<file path="src/ack_enable_bit_pkg.sv">
/*
 * Shared constants for the two-wire error and arbitration block:
 * status codes, byte framing positions and reset values.
 * Assumes nothing of its surroundings; imported by every design file.
 */
package ack_enable_bit_pkg;

	// ==================================================================
	// status codes
	localparam logic [7:0] ST_NO_INFO      = 8'hf8;
	localparam logic [7:0] ST_BUS_ERROR    = 8'h00;
	localparam logic [7:0] ST_ARB_ADDR_RD  = 8'hb0;
	localparam logic [7:0] ST_ARB_ADDR_WR  = 8'h68;
	localparam logic [7:0] ST_ARB_LOST     = 8'h38;

	// ==================================================================
	// framing
	localparam int         ADDR_W          = 7;
	localparam logic [3:0] BIT_RW          = 4'h7;
	localparam logic [3:0] BIT_ACK         = 4'h8;
	localparam logic [3:0] BIT_FIRST       = 4'h0;

	// ==================================================================
	// reset values
	localparam logic       PIN_IDLE        = 1'b1;
	localparam logic       CTRL_RST        = 1'b0;

	typedef enum logic [2:0] {
		ACK_ENABLE_BIT_NAS,
		ACK_ENABLE_BIT_MASTER,
		ACK_ENABLE_BIT_SLV_CHECK,
		ACK_ENABLE_BIT_SLV_RX,
		ACK_ENABLE_BIT_SLV_TX,
		ACK_ENABLE_BIT_WAIT_FREE,
		ACK_ENABLE_BIT_BUS_ERR
	} ack_enable_bit_state_t;

endpackage : ack_enable_bit_pkg

</file>
<file path="src/ack_enable_bit_sync.sv">
/*
 * Two-flop synchroniser for pin inputs, with clock enable.
 * Assumes inputs are asynchronous to clock_i; only q_o may be read.
 */
`timescale 1ns/1ps
module ack_enable_bit_sync
	import ack_enable_bit_pkg::*;
#(
	parameter int         WIDTH    = 2,
	parameter logic [1:0] RST_VAL  = 2'h3
) (
	input  wire logic             clock_i,
	input  wire logic             rst_n_i,
	input  wire logic             clk_en_i,
	input  wire logic [WIDTH-1:0] d_i,
	output logic      [WIDTH-1:0] q_o
);

	logic [WIDTH-1:0] meta;

	generate
		if (WIDTH < 1 || WIDTH > 2) begin : g_bad_width
			$error("ack_enable_bit_sync: WIDTH must be 1 or 2");
		end
	endgenerate

	always_ff @(posedge clock_i or negedge rst_n_i) begin
		if (!rst_n_i) begin
			meta <= RST_VAL[WIDTH-1:0];
			q_o  <= RST_VAL[WIDTH-1:0];
		end else if (clk_en_i) begin
			meta <= d_i;
			q_o  <= meta;
		end
	end

endmodule : ack_enable_bit_sync

</file>
<file path="src/ack_enable_bit_core.sv">
/*
 * Two-wire bus error detection, repeated start tracking and multi-master
 * arbitration with the mode changes that follow a loss.
 * Assumes a separate byte engine drives master bits and SCL pulls, and that
 * software control writes arrive as one-cycle strobes on clock_i.
 */
`timescale 1ns/1ps
module ack_enable_bit_core
	import ack_enable_bit_pkg::*;
#(
	parameter int AW = ADDR_W
) (
	input  wire logic          clock_i,
	input  wire logic          rst_n_i,
	input  wire logic          clk_en_i,
	input  wire logic          scl_i,
	input  wire logic          sda_i,
	output logic               scl_oe_o,
	output logic               sda_oe_o,
	input  wire logic          ctrl_write_i,
	input  wire logic          ctrl_start_i,
	input  wire logic          ctrl_stop_i,
	input  wire logic          ctrl_done_clr_i,
	input  wire logic          ctrl_ack_en_i,
	input  wire logic [AW-1:0] own_addr_i,
	input  wire logic          master_own_i,
	input  wire logic          master_tx_en_i,
	input  wire logic          master_tx_bit_i,
	input  wire logic          master_scl_low_i,
	output logic               start_request_bit_o,
	output logic               stop_request_bit_o,
	output logic               ack_enable_bit_o,
	output logic               transfer_done_flag_o,
	output logic [7:0]         bus_status_o,
	output logic [2:0]         mode_o,
	output logic               bus_busy_o,
	output logic               start_when_free_o
);

	generate
		if (AW != ADDR_W) begin : g_bad_aw
			$error("ack_enable_bit_core: AW must equal the address width");
		end
	endgenerate

	// ==================================================================
	// pin sampling and condition detection
	logic [1:0]  pins_s;
	logic        scl_q;
	logic        sda_q;
	ack_enable_bit_sync #(.WIDTH(2), .RST_VAL(2'h3)) u_sync (
		.clock_i  (clock_i),
		.rst_n_i  (rst_n_i),
		.clk_en_i (clk_en_i),
		.d_i      ({scl_i, sda_i}),
		.q_o      (pins_s)
	);

	wire scl_s     = pins_s[1];
	wire sda_s     = pins_s[0];
	wire scl_rise  = scl_s & ~scl_q;
	wire scl_fall  = ~scl_s & scl_q;
	wire start_det = scl_s & scl_q & sda_q & ~sda_s;
	wire stop_det  = scl_s & scl_q & ~sda_q & sda_s;

	// ==================================================================
	// state
	ack_enable_bit_state_t     state;
	ack_enable_bit_state_t     next_state;
	logic [3:0]      bit_cnt;
	logic            skip_fall;
	logic            in_frame;
	logic            first_byte;
	logic [AW-1:0]   shift;
	logic            done;
	logic [7:0]      status_code;
	logic            start_bit;
	logic            stop_bit;
	logic            ack_bit;

	// boundary between bytes is the only legal place for start or stop
	wire at_boundary = (bit_cnt == BIT_FIRST);
	wire illegal_cond = in_frame & ~at_boundary & (start_det | stop_det);
	wire recover_wr = ctrl_write_i & ctrl_stop_i & ctrl_done_clr_i
	                  & (state == ACK_ENABLE_BIT_BUS_ERR);
	// equal bits never trip this, so identical masters carry on
	wire arb_lost = (state == ACK_ENABLE_BIT_MASTER) & master_tx_en_i & master_tx_bit_i
	                & scl_rise & ~sda_s & (bit_cnt != BIT_ACK);
	wire lost_in_addr = first_byte & (bit_cnt < BIT_RW);
	wire addr_done = (state == ACK_ENABLE_BIT_SLV_CHECK) & scl_rise & (bit_cnt == BIT_RW);
	wire addr_match = ack_bit & (shift == own_addr_i);
	wire lost_exit_wait = start_bit;
	// a loss inside the address is reported only if the address check then finds a match
	wire ev_set = illegal_cond | (arb_lost & ~lost_in_addr) | (addr_done & addr_match);

	always_comb begin
		next_state = state;
		case (state)
			ACK_ENABLE_BIT_NAS: begin
				if (master_own_i) begin
					next_state = ACK_ENABLE_BIT_MASTER;
				end
			end
			ACK_ENABLE_BIT_MASTER: begin
				if (arb_lost) begin
					if (lost_in_addr) begin
						next_state = ACK_ENABLE_BIT_SLV_CHECK;
					end else if (lost_exit_wait) begin
						next_state = ACK_ENABLE_BIT_WAIT_FREE;
					end else begin
						next_state = ACK_ENABLE_BIT_NAS;
					end
				end else if (stop_det | ~master_own_i) begin
					next_state = ACK_ENABLE_BIT_NAS;
				end
			end
			ACK_ENABLE_BIT_SLV_CHECK: begin
				if (addr_done) begin
					if (addr_match) begin
						next_state = sda_s ? ACK_ENABLE_BIT_SLV_TX : ACK_ENABLE_BIT_SLV_RX;
					end else if (lost_exit_wait) begin
						next_state = ACK_ENABLE_BIT_WAIT_FREE;
					end else begin
						next_state = ACK_ENABLE_BIT_NAS;
					end
				end
			end
			ACK_ENABLE_BIT_SLV_RX, ACK_ENABLE_BIT_SLV_TX: begin
				if (stop_det | start_det) begin
					next_state = ACK_ENABLE_BIT_NAS;
				end
			end
			ACK_ENABLE_BIT_WAIT_FREE: begin
				if (~bus_busy_o) begin
					next_state = ACK_ENABLE_BIT_NAS;
				end
			end
			ACK_ENABLE_BIT_BUS_ERR: begin
				if (recover_wr) begin
					next_state = ACK_ENABLE_BIT_NAS;
				end
			end
			default: next_state = ACK_ENABLE_BIT_NAS;
		endcase
		if (illegal_cond) begin
			next_state = ACK_ENABLE_BIT_BUS_ERR;
		end
	end

	// ==================================================================
	// framing tracker: counts falling edges, bit 8 is the acknowledge
	always_ff @(posedge clock_i or negedge rst_n_i) begin
		if (!rst_n_i) begin
			scl_q      <= PIN_IDLE;
			sda_q      <= PIN_IDLE;
			bit_cnt    <= BIT_FIRST;
			skip_fall  <= 1'b0;
			in_frame   <= 1'b0;
			first_byte <= 1'b0;
			shift      <= '0;
			bus_busy_o <= 1'b0;
		end else if (clk_en_i) begin
			scl_q <= scl_s;
			sda_q <= sda_s;
			if (scl_rise) begin
				shift <= {shift[AW-2:0], sda_s};
			end
			if (start_det) begin
				bit_cnt    <= BIT_FIRST;
				skip_fall  <= 1'b1;
				in_frame   <= 1'b1;
				first_byte <= 1'b1;
				bus_busy_o <= 1'b1;
			end else if (stop_det) begin
				bit_cnt    <= BIT_FIRST;
				in_frame   <= 1'b0;
				bus_busy_o <= 1'b0;
			end else if (recover_wr) begin
				bit_cnt  <= BIT_FIRST;
				in_frame <= 1'b0;
			end else if (scl_fall) begin
				skip_fall <= 1'b0;
				if (!skip_fall) begin
					if (bit_cnt == BIT_ACK) begin
						bit_cnt    <= BIT_FIRST;
						first_byte <= 1'b0;
					end else begin
						bit_cnt <= bit_cnt + 4'h1;
					end
				end
			end
		end
	end

	// ==================================================================
	// control bits, done flag and status
	always_ff @(posedge clock_i or negedge rst_n_i) begin
		if (!rst_n_i) begin
			state       <= ACK_ENABLE_BIT_NAS;
			done        <= 1'b0;
			status_code <= ST_NO_INFO;
			start_bit   <= CTRL_RST;
			stop_bit    <= CTRL_RST;
			ack_bit     <= CTRL_RST;
		end else if (clk_en_i) begin
			state <= next_state;
			if (ctrl_write_i) begin
				start_bit <= ctrl_start_i;
				ack_bit   <= ctrl_ack_en_i;
				stop_bit  <= recover_wr ? 1'b0 : ctrl_stop_i;
			end
			// a new event beats a simultaneous clear
			if (ev_set) begin
				done <= 1'b1;
			end else if (ctrl_write_i & ctrl_done_clr_i) begin
				done <= 1'b0;
			end
			if (illegal_cond) begin
				status_code <= ST_BUS_ERROR;
			end else if (arb_lost & ~lost_in_addr) begin
				status_code <= ST_ARB_LOST;
			end else if (addr_done & addr_match) begin
				status_code <= sda_s ? ST_ARB_ADDR_RD : ST_ARB_ADDR_WR;
			end
		end
	end

	// ==================================================================
	// outputs
	// oe is combinational so a lost master lets go the same cycle
	wire drive_ok = (state == ACK_ENABLE_BIT_MASTER) & ~arb_lost & ~illegal_cond;
	assign sda_oe_o             = drive_ok & master_tx_en_i & ~master_tx_bit_i;
	assign scl_oe_o             = drive_ok & master_scl_low_i;
	assign bus_status_o         = done ? status_code : ST_NO_INFO;
	assign transfer_done_flag_o = done;
	assign start_request_bit_o  = start_bit;
	assign stop_request_bit_o   = stop_bit;
	assign ack_enable_bit_o     = ack_bit;
	assign mode_o               = state;
	assign start_when_free_o    = (state == ACK_ENABLE_BIT_WAIT_FREE) & ~bus_busy_o;

endmodule : ack_enable_bit_core

</file>
<file path="config.mk">
export PLATFORM = sky130hd
export DESIGN_NAME = ack_enable_bit_core
export DESIGN_NICKNAME = d
export VERILOG_FILES = /design/src/ack_enable_bit_pkg.sv /design/src/ack_enable_bit_sync.sv /design/src/ack_enable_bit_core.sv
export SDC_FILE = /design/constraint.sdc
export NUM_CORES = 1
export LEC_CHECK = 0
export ABC_CLOCK_PERIOD_IN_PS = 1900
export BUFFER_PORTS_ARGS = -buffer_cell sky130_fd_sc_hd__buf_4
export CORE_ASPECT_RATIO = 0.7
export CORE_MARGIN = 2
export CORE_UTILIZATION = 49
export DETAILED_ROUTE_END_ITERATION = 10
export PLACE_DENSITY = 0.75
export SYNTH_ARGS = -nofsm -noshare
export SYNTH_HDL_FRONTEND = slang
export SYNTH_SLANG_ARGS = --single-unit
export TNS_END_PERCENT = 10
</file>
<file path="constraint.sdc">
create_clock -name clock_i -period 1.9 [get_ports clock_i]
set_input_delay 0.19 -clock clock_i [delete_from_list [all_inputs] [get_ports clock_i]]
set_output_delay 0.19 -clock clock_i [all_outputs]
set_load 0.02 [all_outputs]
</file>
==> impl_metrics.xml <==
<?xml version="1.0" encoding="UTF-8"?>
<metrics>
  <group name="critical_path">
    <metric name="path_class" unit="">register to output pin</metric>
    <metric name="number_of_buffers_and_inverters_on_the_critical_path" unit="">2</metric>
    <metric name="req_time_crit_path" unit="ns">1.71</metric>
    <metric name="crit_top_cell" unit="">buf_6</metric>
    <metric name="worstPathCellList" unit="">buf_6 &gt; nand2b_4 &gt; a2111oi_4 &gt; nor2_2 &gt; and3_2 &gt; buf_6</metric>
    <metric name="timing.critical_path.slowest_stage_cell" unit="">a2111oi_4</metric>
    <metric name="cp-start-kind" unit="">register</metric>
    <metric name="worstSetupEndpointType" unit="">output pin</metric>
    <metric name="reg2reg_setup_slack" unit="ns">-0.11</metric>
    <metric name="worst-path-max-fanout" unit="">3</metric>
    <metric name="cpPeakStageDelay" unit="ns">0.42</metric>
    <metric name="critical_path.top_delay_family" unit="">simple AND/OR/NAND/NOR gates</metric>
    <metric name="timing.critical_path.arrival" unit="ns">1.84</metric>
  </group>
  <group name="floorplanning">
    <metric name="die_x" unit="um">79.5</metric>
    <metric name="start_util" unit="%">50.5</metric>
    <metric name="die_y" unit="um">56.9</metric>
    <metric name="core_region_area" unit="um2">3870</metric>
    <metric name="num_rows" unit="">19</metric>
    <metric name="pin_count" unit="">40</metric>
    <metric name="floorplan.die_area" unit="um2">4520</metric>
  </group>
  <group name="yosys">
    <metric name="synthTopCellsByArea" unit="">dfrtp_1 28%, dfstp_2 15%, mux2_2 7.5%</metric>
    <metric name="synth_cells" unit="">193</metric>
    <metric name="synth_warnings" unit="">0</metric>
    <metric name="post-synth-top-count-cell" unit="">nand2_1</metric>
    <metric name="netlist-cell-type-count" unit="">54</metric>
    <metric name="synth.top_cell.area_share" unit="%">28.2</metric>
    <metric name="syn_area" unit="um2">1960</metric>
    <metric name="synth.ff_latch_count" unit="">33</metric>
    <metric name="synth_edf_count" unit="">0</metric>
    <metric name="synth_top_area_cell" unit="">dfrtp_1</metric>
    <metric name="synthFlopType" unit="">dfrtp_1</metric>
    <metric name="synth_area_per_inst" unit="um2">10.1</metric>
    <metric name="synthArstFlopShare" unit="%">100</metric>
    <metric name="synth.cells.most_frequent" unit="">30 x nand2_1, 22 x dfrtp_1, 13 x mux2_2</metric>
    <metric name="synth_sequential_area_ratio" unit="%">42.9</metric>
  </group>
  <group name="flow_run">
    <metric name="reported_max_cap_violation_count" unit="">0</metric>
  </group>
  <group name="clock_network">
    <metric name="clk_latency" unit="ns">0.29</metric>
    <metric name="tritoncts" unit="">yes</metric>
    <metric name="cts_buffers" unit="">5</metric>
    <metric name="clock_tree.htree_level_count" unit="">2</metric>
    <metric name="tritoncts_num_sinks" unit="">33</metric>
    <metric name="cts-root-buf" unit="">clkbuf_8</metric>
    <metric name="cts-root-to-sink-buffers" unit="">2</metric>
    <metric name="path_clk_slew" unit="ns">0.06</metric>
  </group>
  <group name="run_status">
    <metric name="status" unit="">complete, but fails checks</metric>
    <metric name="violations" unit="">negative setup slack</metric>
  </group>
  <group name="global_routing">
    <metric name="initial_antenna_violation_count" unit="">0</metric>
    <metric name="grt_pass1_wl" unit="um">7610</metric>
    <metric name="pin_count_of_the_biggest_net_entering_global_routing" unit="">34</metric>
    <metric name="grt_remaining_overflow" unit="">0</metric>
    <metric name="grt_pass1_vias" unit="">1609</metric>
    <metric name="global_route.usage.total" unit="%">22.6</metric>
  </group>
  <group name="placement">
    <metric name="dp_hpwl" unit="um">3410</metric>
    <metric name="io_buffers" unit="">36</metric>
    <metric name="gpl.final_weighted_congestion" unit="">0.855</metric>
  </group>
  <group name="pwr">
    <metric name="peak_supply_drop" unit="uV">689</metric>
    <metric name="power.static_leakage" unit="nW">1.13</metric>
    <metric name="cellPowerDensity" unit="nW/um2">1250</metric>
    <metric name="design_power_total" unit="mW">3.18</metric>
  </group>
  <group name="drt">
    <metric name="antenna_violating_nets_post_route" unit="">0</metric>
    <metric name="vias" unit="">1605</metric>
    <metric name="wirelength" unit="um">4700</metric>
    <metric name="initialDrtViolationCount" unit="">88</metric>
    <metric name="drtPass1Iterations" unit="">4</metric>
    <metric name="drc_errors" unit="">0</metric>
    <metric name="vias_per_cell" unit="">5.37</metric>
    <metric name="avgRoutedWirePerCell" unit="um">15.7</metric>
  </group>
  <group name="timing">
    <metric name="unrepaired_setup_endpoints_after_global_routing" unit="">true</metric>
    <metric name="setup_violations" unit="">5</metric>
    <metric name="final.min_clock_period" unit="ns">2.03</metric>
    <metric name="fin_tns_setup" unit="ns">-0.419</metric>
    <metric name="clock_skew" unit="ns">0.00267</metric>
    <metric name="fin_crit_sh" unit="%">107</metric>
    <metric name="clock.fmax" unit="MHz">493</metric>
    <metric name="slew_violations" unit="">0</metric>
    <metric name="setup_slack" unit="ns">-0.126</metric>
    <metric name="number_of_hold_violations_in_the_final_report" unit="">0</metric>
  </group>
  <group name="layout">
    <metric name="fraction_of_final_layout_cells_with_drive_strength_greater_than_1" unit="%">44.1</metric>
    <metric name="flow.area_growth_from_synthesis" unit="%">29.5</metric>
    <metric name="multi_input_area" unit="um2">1040</metric>
    <metric name="antenna_cells_inserted" unit="">0</metric>
    <metric name="final_nets" unit="">269</metric>
    <metric name="final-seq-area" unit="um2">842</metric>
    <metric name="fill_cells" unit="">327</metric>
  </group>
  <group name="worst_hold_path">
    <metric name="hold_crit_class" unit="">primary input to register</metric>
  </group>
</metrics>
[flip-flops by register name, summed over array words and instances (netlist names)]
signal,cells
mode_o,3
sda_q,1
u_sync.q_o,2
scl_q,1
stop_request_bit_o,1
bit_cnt,4
in_frame,1
ack_enable_bit_o,1
shift,7
transfer_done_flag_o,1
u_sync.meta,2
skip_fall,1
status_code,5
bus_busy_o,1
start_request_bit_o,1
first_byte,1
[report_power, final]
part	total [mW]	switching [mW]	internal [mW]
logic	1.34	0.657	0.678
registers	1.16	0.237	0.928
clock network	0.676	0.249	0.427
[cells in the final DEF (no fill, tap or decap), types with 3 or more instances in the layout]
master,synthesis,final
conb_1,1,3
inv_1,7,7
clkbuf_8,0,6
o21ai_0,9,8
dfrtp_1,22,20
dfstp_2,11,11
buf_6,1,3
buf_4,7,52
xnor2_1,8,8
a22o_1,5,5
nor2_1,6,6
nand3_1,3,3
a21oi_1,4,4
nand2_1,30,30
a31oi_1,3,3
nand2b_1,8,7
nor3_1,5,5
and3_1,3,3
mux2_2,13,13
[final timing paths]
| check | startpoint | to | cells past startpoint |
|---|---|---|---|
| max | u_sync.q_o[0] | scl_oe_o | 6 |
| min | scl_i | u_sync.meta[1] | 2 |
| max reg2reg | u_sync.q_o[0] | mode_o[2] | 8 |
| min reg2reg | u_sync.meta[0] | u_sync.q_o[0] | 2 |
| max in group asynchronous | rst_n_i | status_code[5] | 2 |
| min in group asynchronous | rst_n_i | shift[2] | 2 |
[cell families after synthesis]
group | after synthesis | synth area share (%)
DFF | 33 | 42.9
muxes | 14 | 8.25
xor gates and xnor gates | 8 | 3.58
and+or+nand+nor | 77 | 22.8
buffers and inverters | 20 | 5.69
AOI/OAI and AO/OA | 38 | 15.3
other | 1 | 0.192
adders and majority gates | 2 | 1.28
[routing by layer]
layer,global-route usage (%),part of all wire [%],up-vias
li1,-,-,783
met1,32.5,46,762
met2,34.0,46,55
met3,5.14,6.7,5
met4,6.65,1.1,0
met5,0,0,-
[final cells by class]
class,count,area share [%]
clock buffers,7,3.41
clock inverters,1,1.19
inverters,8,1.19
multi-input cells,142,41.3
flip-flops and latches,33,33.3
well taps,52,2.57
repair buffers,56,17.1
[timing repair]
action / CTS / global route
gates resized for setup: 5 / 8
hold buffers: 1 / 0
pin swaps: 3 / 2
endpoints found under the hold margin: 22 / 0
setup endpoints to repair: 8 / 13
buffers inserted: 8 / 0
[stage by stage]
step	worst slack [ns]	instances	hold WS, ns	instance area (um2)	utilization [%]
final	-0.126	299	0.131	2530	65.4
after detailed placement	-0.0124	282	0.145	2300	59.3
after floorplan	-0.000315	195	-0.106	1960	-
after global routing	-0.191	299	0.132	2530	65.4
after CTS	-0.0636	299	0.129	2510	64.8
after global placement	0.0377	282	0.144	2300	59.3
Power figures use the tool's default switching activity.
